`src/pkg/ssp_pkg.sv`:
```
package ssp_pkg;
  // What this block does
  // - Top control bits select mode and variant.
  // - Async frames: start, 8/9 data, stop.
  // - Mode 1 variant needs valid stop bit.
  // - Mode 2 64/32 clocks; mode 3 timer.
  // - Multiprocessor: ninth bit zero, no flag.
  // - Bit timing clock stops during idle.
  // - Modes 1/3 pick timer 1 or 2.
  // - Receive enable gates and starts reception.
  // - Transmit ninth-bit control sent in modes 2/3.
  // - Received ninth bit or stop stored.
  // - Mode 0 leaves received ninth bit alone.
  // - Transmit flag set after last data bit.
  // - Receive flag: mode 0 bit 8, mode 1 stop.
  // - Modes 2/3 flag after ninth-bit sample.
  // - Data address: write transmit, read receive.
  // - Rate-double bit doubles the mode 2 and timer 1 baud rates.

  // Register offsets
  localparam logic [7:0] A_CTRL = 8'hc0;
  localparam logic [7:0] A_DATA = 8'hc1;
  localparam logic [7:0] A_TIMING = 8'hc2;
  localparam logic [7:0] A_IST = 8'hc3;
  localparam logic [7:0] A_IMASK = 8'hc4;

  // Control fields
  localparam int C_MODE_HI = 7;
  localparam int C_VARIANT = 5;
  localparam int C_REN = 4;
  localparam int C_TB8 = 3;
  localparam int C_RB8 = 2;
  localparam int C_TI = 1;
  localparam int C_RI = 0;

  // Timing fields
  localparam int T_DOUBLE = 0;
  localparam int T_RX_T2 = 1;
  localparam int T_TX_T2 = 2;

  // Interrupt fields
  localparam int I_RX = 0;
  localparam int I_TX = 1;

  // Reset values
  localparam logic [7:0] CTRL_RST = 8'h00;
  localparam logic [7:0] DATA_RST = 8'h00;
  localparam logic [2:0] TIMING_RST = 3'h0;
  localparam logic [1:0] IMASK_RST = 2'h0;

  localparam logic [1:0] MODE0 = 2'h0;
  localparam logic [1:0] MODE1 = 2'h1;

  // Bit periods in peripheral clocks
  localparam logic [6:0] M0_SLOW = 7'h0c;
  localparam logic [6:0] M0_FAST = 7'h04;
  localparam logic [6:0] M2_SLOW = 7'h40;
  localparam logic [6:0] M2_FAST = 7'h20;
  localparam logic [6:0] OVS = 7'h10;
  localparam logic [5:0] M2_SLOW_DIV = 6'(M2_SLOW / OVS - 7'h01);
  localparam logic [5:0] M2_FAST_DIV = 6'(M2_FAST / OVS - 7'h01);

  // Oversample tick positions
  localparam logic [3:0] TK_LAST = 4'hf;
  localparam logic [3:0] TK_S0 = 4'h7;
  localparam logic [3:0] TK_S1 = 4'h8;
  localparam logic [3:0] TK_S2 = 4'h9;
  localparam logic [3:0] BIT7 = 4'h7;
  localparam logic [3:0] BIT8 = 4'h8;

  typedef enum logic [1:0] {
    PH_IDLE = 2'h0,
    PH_START = 2'h1,
    PH_DATA = 2'h3,
    PH_STOP = 2'h2
  } ssp_phase_e;

  typedef struct packed {
    logic [7:0] addr;
    logic [7:0] wdata;
    logic wr;
    logic rd;
  } ssp_req_s;

  typedef struct packed {
    logic [7:0] ctrl;
    logic [7:0] rbuf;
    logic [2:0] timing;
    logic [1:0] ist;
    logic [1:0] imask;
    logic [7:0] rdata;
    logic t1_half;
    logic [5:0] m2_div;
    ssp_phase_e tx_ph;
    logic [8:0] tx_sh;
    logic [3:0] tx_cnt;
    logic [3:0] tx_tick;
    logic [6:0] m0_div;
    logic m0_rx;
    logic txd;
    logic rxd_o;
    logic rxd_oe;
    ssp_phase_e rx_ph;
    logic [8:0] rx_sh;
    logic [3:0] rx_cnt;
    logic [3:0] rx_tick;
    logic [1:0] rx_smp;
    logic rx_prev;
  } ssp_state_s;

  localparam ssp_state_s STATE_RST = '{
    ctrl: CTRL_RST,
    rbuf: DATA_RST,
    timing: TIMING_RST,
    imask: IMASK_RST,
    tx_ph: PH_IDLE,
    rx_ph: PH_IDLE,
    txd: 1'b1,
    rx_prev: 1'b1,
    default: '0
  };
endpackage

```
`src/logic/ssp_core.sv`:
```
`timescale 1ns/1ps
module ssp_core (
  // Clock and reset
  input wire logic sys_clk,
  input wire logic rst_n,
  // Register port
  input wire ssp_pkg::ssp_req_s bus_req,
  output logic [7:0] reg_rdata,
  // Timing sources
  input wire logic idle_mode,
  input wire logic timer1_ovf,
  input wire logic timer2_ovf,
  // Serial line
  input wire logic rxd_in,
  output logic rxd_out,
  output logic rxd_oe,
  output logic txd_out,
  // Interrupt
  output logic irq
);
  ssp_pkg::ssp_state_s s_q;
  ssp_pkg::ssp_state_s s_d;

  logic [1:0] mode;
  logic variant;
  logic ren;
  logic dbl;
  logic pen;
  logic t1_tk;
  logic m2_tk;
  logic tx_tk;
  logic rx_tk;
  logic [6:0] m0_per;
  logic [6:0] m0_half;
  logic [3:0] tx_last;
  logic rx_v;
  logic data_wr;
  logic tx_set;
  logic rx_set;
  logic [6:0] m0_next;

  assign mode = s_q.ctrl[ssp_pkg::C_MODE_HI -: 2];
  assign variant = s_q.ctrl[ssp_pkg::C_VARIANT];
  assign ren = s_q.ctrl[ssp_pkg::C_REN];
  assign dbl = s_q.timing[ssp_pkg::T_DOUBLE];

  // Peripheral clock enable follows the core clock but halts in idle
  assign pen = !idle_mode;

  // Timer 1 overflow halved unless doubled, giving the 16x tick
  assign t1_tk = pen && timer1_ovf && (dbl || s_q.t1_half);
  // At-or-above compare, so a rate change mid-count cannot run the prescaler round its width
  assign m2_tk = pen && (s_q.m2_div >= (dbl ? ssp_pkg::M2_FAST_DIV
                                            : ssp_pkg::M2_SLOW_DIV));

  assign tx_tk = mode[1] && !mode[0] ? m2_tk
               : s_q.timing[ssp_pkg::T_TX_T2] ? (pen && timer2_ovf) : t1_tk;
  assign rx_tk = mode[1] && !mode[0] ? m2_tk
               : s_q.timing[ssp_pkg::T_RX_T2] ? (pen && timer2_ovf) : t1_tk;

  assign m0_per = variant ? ssp_pkg::M0_FAST : ssp_pkg::M0_SLOW;
  assign m0_half = m0_per >> 1;
  assign m0_next = (s_q.m0_div >= m0_per - 7'h01) ? 7'h00 : s_q.m0_div + 7'h01;

  // Ninth data bit only in modes 2 and 3
  assign tx_last = mode[1] ? ssp_pkg::BIT8 : ssp_pkg::BIT7;

  // Majority of three samples around mid-bit
  assign rx_v = (s_q.rx_smp[0] & s_q.rx_smp[1]) | (s_q.rx_smp[0] & rxd_in)
              | (s_q.rx_smp[1] & rxd_in);

  always_comb begin
    s_d = s_q;
    tx_set = 1'b0;
    rx_set = 1'b0;
    data_wr = 1'b0;
    s_d.rdata = 8'h00;
    s_d.rx_prev = rxd_in;

    // Register reads
    if (bus_req.rd) begin
      case (bus_req.addr)
        ssp_pkg::A_CTRL: s_d.rdata = s_q.ctrl;
        ssp_pkg::A_DATA: s_d.rdata = s_q.rbuf;
        ssp_pkg::A_TIMING: s_d.rdata = {5'h00, s_q.timing};
        ssp_pkg::A_IST: s_d.rdata = {6'h00, s_q.ist};
        ssp_pkg::A_IMASK: s_d.rdata = {6'h00, s_q.imask};
        default: s_d.rdata = 8'h00;
      endcase
    end

    // Register writes; hardware sets below override a same-cycle clear
    if (bus_req.wr) begin
      case (bus_req.addr)
        ssp_pkg::A_CTRL: s_d.ctrl = bus_req.wdata;
        ssp_pkg::A_DATA: data_wr = 1'b1;
        ssp_pkg::A_TIMING: s_d.timing = bus_req.wdata[2:0];
        ssp_pkg::A_IST: s_d.ist = s_q.ist & ~bus_req.wdata[1:0];
        ssp_pkg::A_IMASK: s_d.imask = bus_req.wdata[1:0];
        default: ;
      endcase
    end

    // Baud prescalers
    if (pen) begin
      s_d.m2_div = m2_tk ? 6'h00 : s_q.m2_div + 6'h01;
      if (timer1_ovf) begin
        s_d.t1_half = !s_q.t1_half;
      end
    end

    // Transmitter, also the mode 0 shift engine for both directions
    case (s_q.tx_ph)
      ssp_pkg::PH_IDLE: begin
        s_d.tx_cnt = 4'h0;
        s_d.tx_tick = 4'h0;
        s_d.m0_div = 7'h00;
        if (data_wr) begin
          s_d.tx_sh = {s_q.ctrl[ssp_pkg::C_TB8], bus_req.wdata};
          s_d.m0_rx = 1'b0;
          if (mode == ssp_pkg::MODE0) begin
            s_d.tx_ph = ssp_pkg::PH_DATA;
            s_d.rxd_o = bus_req.wdata[0];
            s_d.rxd_oe = 1'b1;
            s_d.txd = 1'b0;
          end else begin
            s_d.tx_ph = ssp_pkg::PH_START;
            s_d.txd = 1'b0;
          end
        end else if (mode == ssp_pkg::MODE0 && ren && !s_q.ctrl[ssp_pkg::C_RI]) begin
          // Setting the enable launches one synchronous receive
          s_d.tx_ph = ssp_pkg::PH_DATA;
          s_d.m0_rx = 1'b1;
          s_d.txd = 1'b0;
        end
      end
      ssp_pkg::PH_START: begin
        if (tx_tk) begin
          s_d.tx_tick = s_q.tx_tick + 4'h1;
          if (s_q.tx_tick == ssp_pkg::TK_LAST) begin
            s_d.tx_ph = ssp_pkg::PH_DATA;
            s_d.txd = s_q.tx_sh[0];
          end
        end
      end
      ssp_pkg::PH_DATA: begin
        if (mode == ssp_pkg::MODE0) begin
          if (pen) begin
            s_d.m0_div = m0_next;
            // Clock low for first half, data sampled at end of high half
            s_d.txd = (m0_next >= m0_half);
            if (m0_next == 7'h00) begin
              s_d.tx_sh = {rxd_in, s_q.tx_sh[8:1]};
              s_d.rxd_o = s_q.tx_sh[1];
              s_d.tx_cnt = s_q.tx_cnt + 4'h1;
              if (s_q.tx_cnt == ssp_pkg::BIT7) begin
                s_d.tx_ph = ssp_pkg::PH_IDLE;
                s_d.rxd_oe = 1'b0;
                s_d.txd = 1'b1;
                if (s_q.m0_rx) begin
                  // Ninth-bit status untouched here
                  s_d.rbuf = {rxd_in, s_q.tx_sh[8:2]};
                  rx_set = 1'b1;
                end else begin
                  tx_set = 1'b1;
                end
              end
            end
          end
        end else if (tx_tk) begin
          s_d.tx_tick = s_q.tx_tick + 4'h1;
          if (s_q.tx_tick == ssp_pkg::TK_LAST) begin
            if (s_q.tx_cnt == tx_last) begin
              s_d.tx_ph = ssp_pkg::PH_STOP;
              s_d.txd = 1'b1;
              tx_set = 1'b1;
            end else begin
              s_d.tx_cnt = s_q.tx_cnt + 4'h1;
              s_d.tx_sh = {1'b1, s_q.tx_sh[8:1]};
              s_d.txd = s_q.tx_sh[1];
            end
          end
        end
      end
      ssp_pkg::PH_STOP: begin
        if (tx_tk) begin
          s_d.tx_tick = s_q.tx_tick + 4'h1;
          if (s_q.tx_tick == ssp_pkg::TK_LAST) begin
            s_d.tx_ph = ssp_pkg::PH_IDLE;
          end
        end
      end
      default: s_d.tx_ph = ssp_pkg::PH_IDLE;
    endcase

    // Asynchronous receiver
    if (!ren || mode == ssp_pkg::MODE0) begin
      s_d.rx_ph = ssp_pkg::PH_IDLE;
    end else begin
      case (s_q.rx_ph)
        ssp_pkg::PH_IDLE: begin
          s_d.rx_tick = 4'h0;
          s_d.rx_cnt = 4'h0;
          if (s_q.rx_prev && !rxd_in) begin
            s_d.rx_ph = ssp_pkg::PH_START;
          end
        end
        ssp_pkg::PH_START, ssp_pkg::PH_DATA, ssp_pkg::PH_STOP: begin
          if (rx_tk) begin
            s_d.rx_tick = s_q.rx_tick + 4'h1;
            if (s_q.rx_tick == ssp_pkg::TK_S0) begin
              s_d.rx_smp[0] = rxd_in;
            end
            if (s_q.rx_tick == ssp_pkg::TK_S1) begin
              s_d.rx_smp[1] = rxd_in;
            end
            if (s_q.rx_tick == ssp_pkg::TK_S2) begin
              case (s_q.rx_ph)
                ssp_pkg::PH_START: begin
                  // A glitch that fails the start vote is dropped
                  if (rx_v) begin
                    s_d.rx_ph = ssp_pkg::PH_IDLE;
                  end
                end
                ssp_pkg::PH_DATA: begin
                  if (mode[1] && s_q.rx_cnt == ssp_pkg::BIT8) begin
                    // Done at the ninth-bit sample; stop bit not awaited
                    s_d.rx_ph = ssp_pkg::PH_IDLE;
                    if (!s_q.ctrl[ssp_pkg::C_RI] && (!variant || rx_v)) begin
                      s_d.rbuf = s_q.rx_sh[8:1];
                      s_d.ctrl[ssp_pkg::C_RB8] = rx_v;
                      rx_set = 1'b1;
                    end
                  end else begin
                    s_d.rx_sh = {rx_v, s_q.rx_sh[8:1]};
                    s_d.rx_cnt = s_q.rx_cnt + 4'h1;
                  end
                end
                ssp_pkg::PH_STOP: begin
                  s_d.rx_ph = ssp_pkg::PH_IDLE;
                  if (!s_q.ctrl[ssp_pkg::C_RI] && (!variant || rx_v)) begin
                    s_d.rbuf = s_q.rx_sh[8:1];
                    s_d.ctrl[ssp_pkg::C_RB8] = rx_v;
                    rx_set = 1'b1;
                  end
                end
                default: ;
              endcase
            end
            if (s_q.rx_tick == ssp_pkg::TK_LAST) begin
              if (s_q.rx_ph == ssp_pkg::PH_START) begin
                s_d.rx_ph = ssp_pkg::PH_DATA;
              end else if (s_q.rx_ph == ssp_pkg::PH_DATA && !mode[1]
                           && s_q.rx_cnt == ssp_pkg::BIT8) begin
                s_d.rx_ph = ssp_pkg::PH_STOP;
              end
            end
          end
        end
        default: s_d.rx_ph = ssp_pkg::PH_IDLE;
      endcase
    end

    // Hardware only ever sets the flags, never clears them
    if (tx_set) begin
      s_d.ctrl[ssp_pkg::C_TI] = 1'b1;
      s_d.ist[ssp_pkg::I_TX] = 1'b1;
    end
    if (rx_set) begin
      s_d.ctrl[ssp_pkg::C_RI] = 1'b1;
      s_d.ist[ssp_pkg::I_RX] = 1'b1;
    end
  end

  always_ff @(posedge sys_clk or negedge rst_n) begin
    if (!rst_n) begin
      s_q <= ssp_pkg::STATE_RST;
    end else begin
      s_q <= s_d;
    end
  end

  assign reg_rdata = s_q.rdata;
  assign txd_out = s_q.txd;
  assign rxd_out = s_q.rxd_o;
  assign rxd_oe = s_q.rxd_oe;
  assign irq = |(s_q.ist & s_q.imask);
endmodule

```
`config.mk`:
```
export PLATFORM = sky130hd
export DESIGN_NAME = ssp_core
export DESIGN_NICKNAME = d
export VERILOG_FILES = /design/src/pkg/ssp_pkg.sv /design/src/logic/ssp_core.sv
export SDC_FILE = /design/constraint.sdc
export NUM_CORES = 1
export LEC_CHECK = 0
export BUFFER_PORTS_ARGS = -buffer_cell sky130_fd_sc_hd__buf_2
export CORE_AREA = 8 8 117 98
export DETAILED_ROUTE_END_ITERATION = 7
export DIE_AREA = 0 0 125 106
export MAX_ROUTING_LAYER = met4
export PLACE_DENSITY = 0.83
export SYNTH_ARGS = -nofsm -noshare
export SYNTH_HDL_FRONTEND = slang
export SYNTH_SLANG_ARGS = --single-unit
```
`constraint.sdc`:
```
create_clock -name sys_clk -period 2.25 [get_ports sys_clk]
set_input_delay 0.1125 -clock sys_clk [delete_from_list [all_inputs] [get_ports sys_clk]]
set_output_delay 0.1125 -clock sys_clk [all_outputs]
set_load 0.05 [all_outputs]
```
* Word-level counts from Yosys, hierarchy flattened
Cells that the tools add are included.
** Word-level totals
- Bits in latches :: 0
- Logic and storage cells :: 278
- Bits of input ports :: 24
- Memory bits (read-only) :: 0
- Memories kept :: 0
- Bits in writable memories :: 0
- Output and inout port bits :: 12
- Flip-flop bits (word level) :: 90
** Cells by class
- Shift operators :: 0
- Muxes and demuxes :: 121
- Bitwise logic cells :: 11
- Multipliers :: 0
- $lt $le $gt $ge :: 3
- Div/mod/pow operators :: 0
- Equality and inequality tests :: 46
- $add $sub $neg :: 7
- Reductions and logical operators :: 62
** Operators with widths (number)
- 8-bit two-way mux :: 13
- 15-bit two-way mux :: 5
- 2-bit two-way mux :: 24
- 1-bit two-way mux :: 47
- 8-bit == test, second input constant :: 5
- 8-bit case mux with 5 select lines :: 1
- 13-bit two-way mux :: 3
- 2-bit != test, second input constant :: 16
- 8-bit case mux with 2 select lines :: 2
- 3-bit != test, second input constant :: 10
- 13-bit case mux with 2 select lines :: 1
- 2-bit AND reduction :: 11
- 21-bit two-way mux :: 1
- 7-bit two-way mux :: 3
- 7-bit AND reduction :: 3
- 4-bit == test, second input constant :: 5
- 4-bit two-way mux :: 5
- 19-bit two-way mux :: 1
- 6-bit AND reduction :: 3
- 4-bit by 1-bit adder with 4-bit output, second input constant :: 4
- 2-bit nonzero test :: 8
- 7-bit case mux with 2 select lines :: 1
- 1-bit logical AND :: 12
- 3-bit two-way mux :: 4
- other kinds (35) :: 62

* Logic depth before layout (Yosys ltp)
Gate-level depths: netlist of the first run.
- Depth in word-level cells :: 18
- Mapped depth :: 11
- Gate-level depth less buffers :: 10

* Least setup slack after synthesis of the first run
OpenSTA, ideal clock, no wires.
- Path type :: flip-flop to flip-flop
- From :: reg s_q[27] (netlist bit)
- To :: reg s_q, in the netlist txd_out
- Clock period less this slack :: 2168 ps
- Data required time :: 2158 ps
- Stages on the path, launching flop included :: 12
- Path buffers :: 1
- Setup slack :: 82 ps
- Library setup time :: 92 ps
- Arrival time :: 2076 ps
- Cells stage by stage :: dfrtp_1 > ha_1 > buf_2 > a211oi_1 > o21ai_0 > nor2_1 > ha_1 > and2_1 > o21ai_0 > a21oi_1 > a21oi_1 > a31oi_1
** On the way
- Cells in the longest elaborated chain, start to end :: 8
- Elaborated cells between the ends (all ways) :: 10
- Classes of those cells :: add/sub (1); order compare (2); mux (6); reduce/logical (1)
** Ends and longest elaborated chain
- from (decl) :: RTL line ssp_core.sv:21 : ssp_pkg::ssp_state_s s_q;
- from (signal assigned) :: RTL line ssp_core.sv:277 : s_q <= ssp_pkg::STATE_RST;
- 7-bit by 1-bit adder with 7-bit output or 7-bit greater-or-equal comparator (tied branches) :: RTL line ssp_core.sv:63 : assign m0_next = (s_q.m0_div >= m0_per - 7'h01) ? 7'h00 : s_q.m0_div + 7'h01;
- 7-bit two-way mux * :: RTL line ssp_core.sv:63
- 7-bit by 3-bit greater-or-equal comparator with 1-bit output :: RTL line ssp_core.sv:151 : s_d.txd = (m0_next >= m0_half);
- 1-bit two-way mux :: RTL line ssp_core.sv:156 : if (s_q.tx_cnt == ssp_pkg::BIT7) begin
- 3-bit two-way mux * :: RTL line ssp_core.sv:152 : if (m0_next == 7'h00) begin
- 3-bit two-way mux * :: RTL line ssp_core.sv:148 : if (pen) begin
- 1-bit two-way mux * :: RTL line ssp_core.sv:147 : if (mode == ssp_pkg::MODE0) begin
- 1-bit case mux with 3 select lines * :: RTL line ssp_core.sv:113 : case (s_q.tx_ph)
Mark *: on every way between the ends. The rest lies on a longest branch, timed or not. The select of a mux whose other input is x is not followed.
A chain may end at the register's enable or synchronous reset.

* Final worst setup path of the first run
- From :: reg s_q[53] (netlist bit)
- To :: reg s_q[51] (netlist bit)
** On the way
- Cells in the longest elaborated chain, start to end :: 5
- Elaborated cells between the ends (all ways) :: 7
- Classes of those cells :: order compare (1); eq/ne (3); mux (1); reduce/logical (2)
** Ends and longest elaborated chain
- 6-bit by 2-bit greater-or-equal comparator with 1-bit output * :: RTL line ssp_core.sv:53 : assign m2_tk = pen && (s_q.m2_div >= (dbl ? ssp_pkg::M2_FAST_DIV
- 1-bit logical AND * :: RTL line ssp_core.sv:53
- 1-bit two-way mux * :: RTL line ssp_core.sv:56 : assign tx_tk = mode[1] && !mode[0] ? m2_tk
- 3-bit != test (no source line) or 2-bit != test (tied branches)
- 11-bit AND reduction (no source line) *
Mark *: on every way between the ends. The rest lies on a longest branch, timed or not.

==> results of run 1 <==
## layout make-up
class | instances | area (um^2)
Clock buffer | 10 | 239
Clock inverter | 5 | 62.6
Fill cell | 798 | 3820
Inverter | 20 | 75.1
Multi-Input combinational cell | 386 | 2700
Sequential cell | 89 | 2230
Tap cell | 122 | 153
Timing Repair Buffer | 70 | 462
## power by group
group          internal [mW]  switching (mW)  leakage (nW)
clock network          0.892           0.640         0.142
registers               1.84           0.208          1.18
logic                  0.764            1.03          1.37
total                   3.50            1.88          2.69
## layout by cell type (no fill, tap or decap), drive strengths merged, types with 8 or more instances in the layout
cell / count
dfrtp: 87
buf: 68
nand2: 62
o21ai: 39
nor2: 37
mux2: 26
a21oi: 24
ha: 22
inv: 22
mux2i: 19
nand3: 15
nor3: 10
clkbuf: 10
a31oi: 9
nand2b: 8
a22oi: 8
and2: 8
## repair_timing
action	CTS	global route
hold buffers	2	0
endpoints found under the hold margin	43	0
setup endpoints to repair	6	13
pin swaps	0	3
resized for setup	2	12
## worst max-delay path by stage
stage / startpoint / to / slack, ns / cells after the start
floorplan: s_q[27] / txd_out / 0.08 / 11
global placement: s_q[53] / s_q[75] / 0.07 / 7
detailed placement: dbl / s_q[78] / -0.005 / 7
CTS: s_q[57] / s_q[51] / 0.05 / 6
global route: s_q[53] / s_q[50] / -0.02 / 9
finish: s_q[53] / s_q[51] / 0.07 / 8
## registers in the layout, summed over array words and instances, names as in the netlist
register   cells
dbl            1
s_q           74
mode           2
ren            1
rxd_oe         1
rxd_out        1
txd_out        1
reg_rdata      8
## metrics by stage
stage / cell area [um^2] / TNS (ns) / cells / utilization (%)
2_1_floorplan: 5130 / 0 / 523 / -
3_3_place_gp: 5540 / 0 / 685 / 56.8
3_5_place_dp: 5540 / -0.00797 / 685 / 56.8
4_1_cts: 5860 / 0 / 702 / 60.2
5_1_grt: 5920 / -0.0362 / 702 / 60.8
6_report: 5920 / 0 / 702 / 60.8
## metal layers
layer	global-route usage, %	part of all wire, %
met3	4.95	7.5
met5	-	0
met1	24.8	44
met4	6.85	2.0
met2	30.1	46
## critical path, delay by kind of cell (launching register included)
kind | cells | cell delay [ns]
AO/OA/AOI/OAI | 4 | 0.81
adder cells (fa/ha/maj) | 1 | 0.30
buffers and inverters | 1 | 0.18
flip-flops | 1 | 0.38
multiplexers | 1 | 0.30
AND/OR/NAND/NOR | 1 | 0.08
## kinds of logic (layout without fill, tap and decap cells)
logic type      after synthesis  after routing  share of synthesized area [%]
fa+ha+maj                    22             22                           5.37
buf+inv                      48            105                           5.00
xor+xnor                      4              4                          0.683
flops                        89             89                           43.5
mux                          45             45                           9.42
simple gates                189            189                           19.8
compound gates              126            126                           16.2
==> impl_metrics.ini, run 1 <==
[sta]
hold_viol = 0
worst_pin_slew_ns = 0.586
period_needed_ns = 2.18
timing.slew.headroom_pct = 60.9
fmax_mhz = 458
skew_ns = 0.00962
finalMaxSlewViolations = 0
setup_viol = 0
setup_slack_ns = 0.0688
finalCritPeriodShare_pct = 96.9
whs_ns = 0.0169

[yosys]
yosysMostFrequentCell = dfrtp_1
yosys_register_bits = 89
yosys_warnings = 0
yosysSeqAreaShare_pct = 43.5
yosys.area.top_type = dfrtp_1
synthTopCellsByArea = dfrtp_1 42%, mux2_2 5.7%, ha_1 5.4%
synth_top_area_share_pct = 42.5
synth_nets = 569
synth_area_per_cell_um2 = 9.80
synthArstFlopShare_pct = 100
yosysUniqueCellTypes = 78
synth_area_um2 = 5130
synth_common_cells = 87 x dfrtp_1, 60 x nand2_1, 35 x nor2_1, 35 x o21ai_0, 26 x mux2_2
synth_edf_count = 0
synth_ff_type = dfrtp_1
syn_inst = 523

[clock_tree]
cts_buffer_depth = 2
root_buffer = clkbuf_16
clk_pin_slew_ns = 0.07
cts.sink_count = 89
htreeDepth = 3
clkLatencyLatePin_ns = 0.35
tritoncts = built
cts_setup_buffers = 0
cts-buffers-inserted = 9

[placed_design]
routabilityCongestion = 0.905
hpwlAfterDp_um = 9220
post-place-ws_ns = -0.00493
port_buffers = 35

[finish]
nets = 622
diodes = 0
drive_gt1_share_pct = 24.8
syn_to_final_growth_pct = 15.5

[worst_hold_path]
hold_depth = 2
min_from = bus_req[6]
hp-class = in -> reg
min_to = ren

[critical_path]
r2r_end = s_q[51]
cpMaxStageDelayCell = dfrtp_1
r2r_cells = 8
reg2reg_slack_ns = 0.07
criticalPathCategory = reg -> reg
cp-start-kind = flip-flop
path_cells = ha_1 > a21oi_1 > a41oi_2 > buf_4 > nand2_1 > a311oi_2 > o2111ai_2 > mux2_2
worstPathMaxFanout = 5
worstSetupEndpointType = flip-flop
cp.required_ns = 2.49
slowest_delay_ns = 0.38
reg2reg_from = s_q[53]
critPathArrivalTime_ns = 2.42

[drt]
viasPerCell = 6.06
ant_nets = 0
drtIter0Drc = 424
via_count = 4256
drcViolationCount = 0
firstDrtPassIters = 5
totalWireLength_um = 12400
wl_per_cell_um = 17.6

[floorplan]
die_area_um2 = 13300
die_w_um = 125
ios = 36
die_h_um = 106
core_area_um2 = 9740
initial_core_util_pct = 52.6
rows = 33

[status]
outcome = finished clean

[grt]
track_usage_pct = 19.6
antenna_found_initial = 0
grt_pass1_wl_um = 20500
grt_pass1_vias = 4112
grt_max_degree = 47
grt_overflow = 0

[job]
maxCapViolations = 0

[pwr]
p_leak_nw = 2.69
total_power_mw = 5.38
peakVddDrop_mv = 0.449
power_density_nw_per_um2 = 908
Power figures use the tool's default switching activity.
==> run 2, diff against run 1 <==
- CORE_AREA: 8 8 117 98 -> 8 8 145 120
- DIE_AREA: 0 0 125 106 -> 0 0 153 128
- PLACE_DENSITY: 0.83 -> 0.6
- clock period: 2.25 -> 1.9 ns (I/O delays scaled with it)
==> run 2 against run 1 <==
  * The run now ends with negative setup slack left
  * Sequential power is 20% higher
  * Worst hold slack lost 0.0029 ns
  * Combinational power up 84%
  * Largest cell class unchanged
==> impl_metrics.ini, run 2 (synthesized netlist as in run 1, its figures left out) <==
[status]
outcome = finished with violations
violations = negative setup slack

[drt]
drcViolationCount = 0
firstDrtPassIters = 5
via_count = 4499
wl_per_cell_um = 17.4
totalWireLength_um = 14700
drtIter0Drc = 288
viasPerCell = 5.32
ant_nets = 0

[sta]
fmax_mhz = 474
finalMaxSlewViolations = 0
finalCritPeriodShare_pct = 111
rsz0062_at_grt = yes
timing.slew.headroom_pct = 58.3
skew_ns = 0.00779
worst_pin_slew_ns = 0.620
setup_viol = 49
hold_viol = 0
setup_slack_ns = -0.208
period_needed_ns = 2.11

[clock_tree]
cts_buffer_depth = 2
htreeDepth = 3
clk_pin_slew_ns = 0.06
clkLatencyLatePin_ns = 0.35
cts-buffers-inserted = 9
root_buffer = clkbuf_16
tritoncts = built
cts.sink_count = 89

[critical_path]
reg2reg_from = dbl
critPathArrivalTime_ns = 2.35
cp-start-kind = flip-flop
r2r_end = s_q[84]
worstSetupEndpointType = flip-flop
cp.required_ns = 2.14
reg2reg_slack_ns = -0.21
worstPathMaxFanout = 8
criticalPathCategory = reg -> reg
r2r_cells = 8

[grt]
grt_overflow = 0
grt_pass1_vias = 4461
grt_max_degree = 37
grt_pass1_wl_um = 22800
track_usage_pct = 15.0
antenna_found_initial = 0

[finish]
diodes = 0
syn_to_final_growth_pct = 38.8
regMostFlops = s_q
stdcell_count = 845
layout_commonest_cell = buf_4
seq_area_um2 = 2230
largest_register_ffs = 74
nets = 693
drive_gt1_share_pct = 41.7
final_cell_mix = 85 x buf_4, 84 x dfrtp_1, 49 x nand2_1
multiInputGateArea_um2 = 3170
fill_cells = 1379
post-route-util_pct = 46.7

[placed_design]
hpwlAfterDp_um = 10300
dp_cells = 812
routabilityCongestion = 0.865
port_buffers = 35

[job]
maxCapViolations = 0

[floorplan]
die_h_um = 128
ios = 36
core_area_um2 = 15200
die_area_um2 = 19600
initial_core_util_pct = 33.7
die_w_um = 153
rows = 41

[pwr]
power_density_nw_per_um2 = 1050
total_power_mw = 7.50
p_leak_nw = 3.22
peakVddDrop_mv = 0.579

[worst_hold_path]
min_from = bus_req[0]
min_to = reg_rdata[2]
hp-class = in -> reg
hold_depth = 2
==> run 2: cell types whose count changed in the layout (fill, tap and decap cells not counted), moves of 4 or more <==
| cell | delta |
|---|---|
| buf_4 | +53 |
| o21ai_0 | -22 |
| o21ai_2 | +14 |
| buf_6 | +12 |
| mux2_2 | -12 |
| mux2_4 | +12 |
| nand2_1 | -11 |
| nand2_4 | +8 |
| o21ai_1 | +6 |
| a21oi_1 | -5 |
| buf_12 | +4 |
==> run 2: repair_timing <==
action	4_1_cts	5_1_grt
gates resized for setup	55	77
gates cloned	0	1
setup buffers	8	7
hold endpoints to repair	34	1
hold buffers	2	1
pin swaps	27	35
endpoints found under the setup margin	57	58
==> run 2: power by group <==
| part | switching (mW) | internal [mW] |
|---|---|---|
| combinational | 1.69 | 1.63 |
| sequential | 0.268 | 2.18 |
| clock | 0.763 | 0.964 |
| total | 2.72 | 4.78 |
==> run 2: layout make-up <==
class / instances / share of cell area [%]
clock buffer: 13 / 3.66
clock inverter: 3 / 0.351
inverter: 20 / 1.05
multi-input combinational: 386 / 44.6
sequential: 89 / 31.4
tap: 193 / 3.39
timing repair buffer: 141 / 15.6
==> run 2: per-layer routing <==
layer  GRT usage, %  vias to the layer above  routed length, um
li1               -                     2152                  -
met1           19.3                     2228               7000
met2           22.9                      106               6850
met3           3.54                       13                717
met4           5.17                        0                178
met5              -                        -                  0
==> run 2: how the worst max path moves through the flow <==
stage / from / end
2_1_floorplan: s_q[53] / s_q[14]
3_3_place_gp: s_q[87] / txd_out
3_5_place_dp: s_q[57] / s_q[1]
4_1_cts: dbl / s_q[40]
5_1_grt: dbl / s_q[84]
6_report: dbl / s_q[84]
==> run 2: per-stage QoR <==
stage	setup slack (ns)	TNS, ns	hold WS, ns	instance area (um^2)
CTS	-0.183	-4.35	0.00225	6740
finish	-0.208	-6.62	0.0140	7120
global route	-0.257	-9.83	0.0179	7120
global placement	-0.264	-7.40	0.0942	6160
detailed placement	-0.300	-10.32	0.103	6160
floorplan	-0.120	-2.21	-0.201	5220
==> run 2: critical path, cell delays in order, from the launching register on <==
cell	delay [ns]
dfrtp_1	0.42
ha_4	0.30
a21oi_4	0.06
a41oi_4	0.25
nand3_2	0.15
or4_1	0.50
buf_6	0.17
nor2_4	0.09
o21ai_1	0.07
==> run 3, diff against run 2 <==
- clock period: 1.9 -> 1.83 ns (I/O delays scaled with it)
==> run 3 against run 2 <==
  * The flow still finishes with violations (negative setup slack)
  * Cell count up 0.36%
  * Die area unchanged
  * Core utilization fell by 0.57 points
  * First-iteration DRC count increased by 6.6%
  * Clock power rose by 31%
  * Setup slack worse by 0.076 ns
  * Total power up 3.2%
  * Fmax shrank 0.30%
==> impl_metrics.ini, run 3 (synthesized netlist as in run 1, its figures left out) <==
[pwr]
peakVddDrop_mv = 0.526
total_power_mw = 7.74
power_density_nw_per_um2 = 1100
p_leak_nw = 3.17

[sta]
hold_viol = 0
setup_viol = 54
finalCritPeriodShare_pct = 116
setup_tns_ns = -10.26
period_needed_ns = 2.11
timing.slew.headroom_pct = 62.5
skew_ns = 0.00797
worst_pin_slew_ns = 0.562
finalMaxSlewViolations = 0
rsz0062_at_grt = yes
fmax_mhz = 473
setup_slack_ns = -0.284

[worst_hold_path]
hp-class = in -> reg

[grt]
grt_max_degree = 42
track_usage_pct = 14.9
grt_overflow = 0
antenna_found_initial = 0
grt_pass1_vias = 4507
grt_pass1_wl_um = 22800

[drt]
met3WireLength_um = 569
viasPerCell = 5.26
via_count = 4464
top_layer = met4
totalWireLength_um = 14100
drcViolationCount = 0
wl_per_cell_um = 16.6
wl_met1_um = 6670
ant_nets = 0
met2WireLength_um = 6660
drtIter0Drc = 307
firstDrtPassIters = 5

[clock_tree]
root_buffer = clkbuf_16
clkLatencyLatePin_ns = 0.35
clk_pin_slew_ns = 0.06
htreeDepth = 3
cts_buffer_depth = 2
tritoncts = built
cts-buffers-inserted = 9
cts.sink_count = 89

[finish]
final_cell_mix = 91 x buf_4, 85 x dfrtp_1, 59 x nand2_1
syn_to_final_growth_pct = 37.2
layout_commonest_cell = buf_4
regMostFlops = s_q
diodes = 0
drive_gt1_share_pct = 40.0
largest_register_ffs = 74
nets = 697
fill_cells = 1382

[floorplan]
ios = 36
die_h_um = 128
die_area_um2 = 19600
initial_core_util_pct = 33.7
core_area_um2 = 15200
die_w_um = 153
rows = 41

[job]
maxCapViolations = 0

[critical_path]
worstPathMaxFanout = 5
cp-start-kind = flip-flop
critPathArrivalTime_ns = 2.34
worstSetupEndpointType = flip-flop
criticalPathCategory = reg -> reg
cp.required_ns = 2.06

[placed_design]
hpwlAfterDp_um = 10100
routabilityCongestion = 0.888
post-place-ws_ns = -0.457
port_buffers = 35

[status]
violations = negative setup slack
outcome = finished with violations
[run 3: cell types whose count changed in the layout (fill, tap and decap cells not counted), sizes merged]
cell / delta
clkbuf: -4
bufinv: +4
clkinvlp: -1
clkinv: -1
buf: +5
[run 3: worst paths after layout]
kind	from	depth (start not counted)	slack, ns	to
min in group asynchronous	rst_n	2	0.27	s_q[37]
max in group asynchronous	rst_n	3	0.90	s_q[0]
min reg2reg	s_q[83]	2	0.50	s_q[83]
min	bus_req[6]	2	0.02	ren
max	dbl	9	-0.28	s_q[1]
max reg2reg	dbl	9	-0.28	s_q[1]
[run 3: final cells by class]
cell class                 instances  area, um^2  area share (%)
clock buffer                      10         229            3.26
timing repair buffer             145        1090            15.5
tap                              193         241            3.43
sequential                        89        2230            31.7
multi-input combinational        386        3030            43.1
inverter                          20        75.1            1.07
clock inverter                     5         129            1.83
[run 3: report_power, final]
part / internal [mW] / switching, mW / leakage, nW
logic: 1.45 / 1.53 / 1.82
clock network: 1.47 / 0.793 / 0.173
registers: 2.27 / 0.240 / 1.18
[run 3: critical path, cell delays in order (launching register included)]
cell,delay (ns)
dfrtp_1,0.41
buf_6,0.13
o21ai_4,0.05
o211ai_1,0.32
buf_4,0.20
buf_4,0.10
and2_4,0.16
and2b_2,0.18
nand4b_1,0.13
mux2_4,0.31
[run 3: per-layer routing]
metal	up-vias	global-route usage (%)
met4	0	4.36
li1	2151	-
met3	17	2.86
met2	102	23.5
met1	2194	19.1
met5	-	-
[run 3: timing repair]
action                                  in CTS  in global routing
hold buffers                                 2                  1
endpoints found under the hold margin       38                  1
pin swaps                                   28                 20
setup buffers                               11                  5
gates cloned                                 1                  0
endpoints found under the setup margin      59                 59
resized for setup                           56                 39
[run 3: metrics by stage]
stage	util, %	area [um^2]	hold slack, ns	cells
2_1_floorplan	-	5260	-0.204	523
3_3_place_gp	40.6	6180	0.113	815
3_5_place_dp	40.6	6180	0.116	815
4_1_cts	45.2	6880	0.00666	844
5_1_grt	46.2	7030	0.0152	848
6_report	46.2	7030	0.0202	848
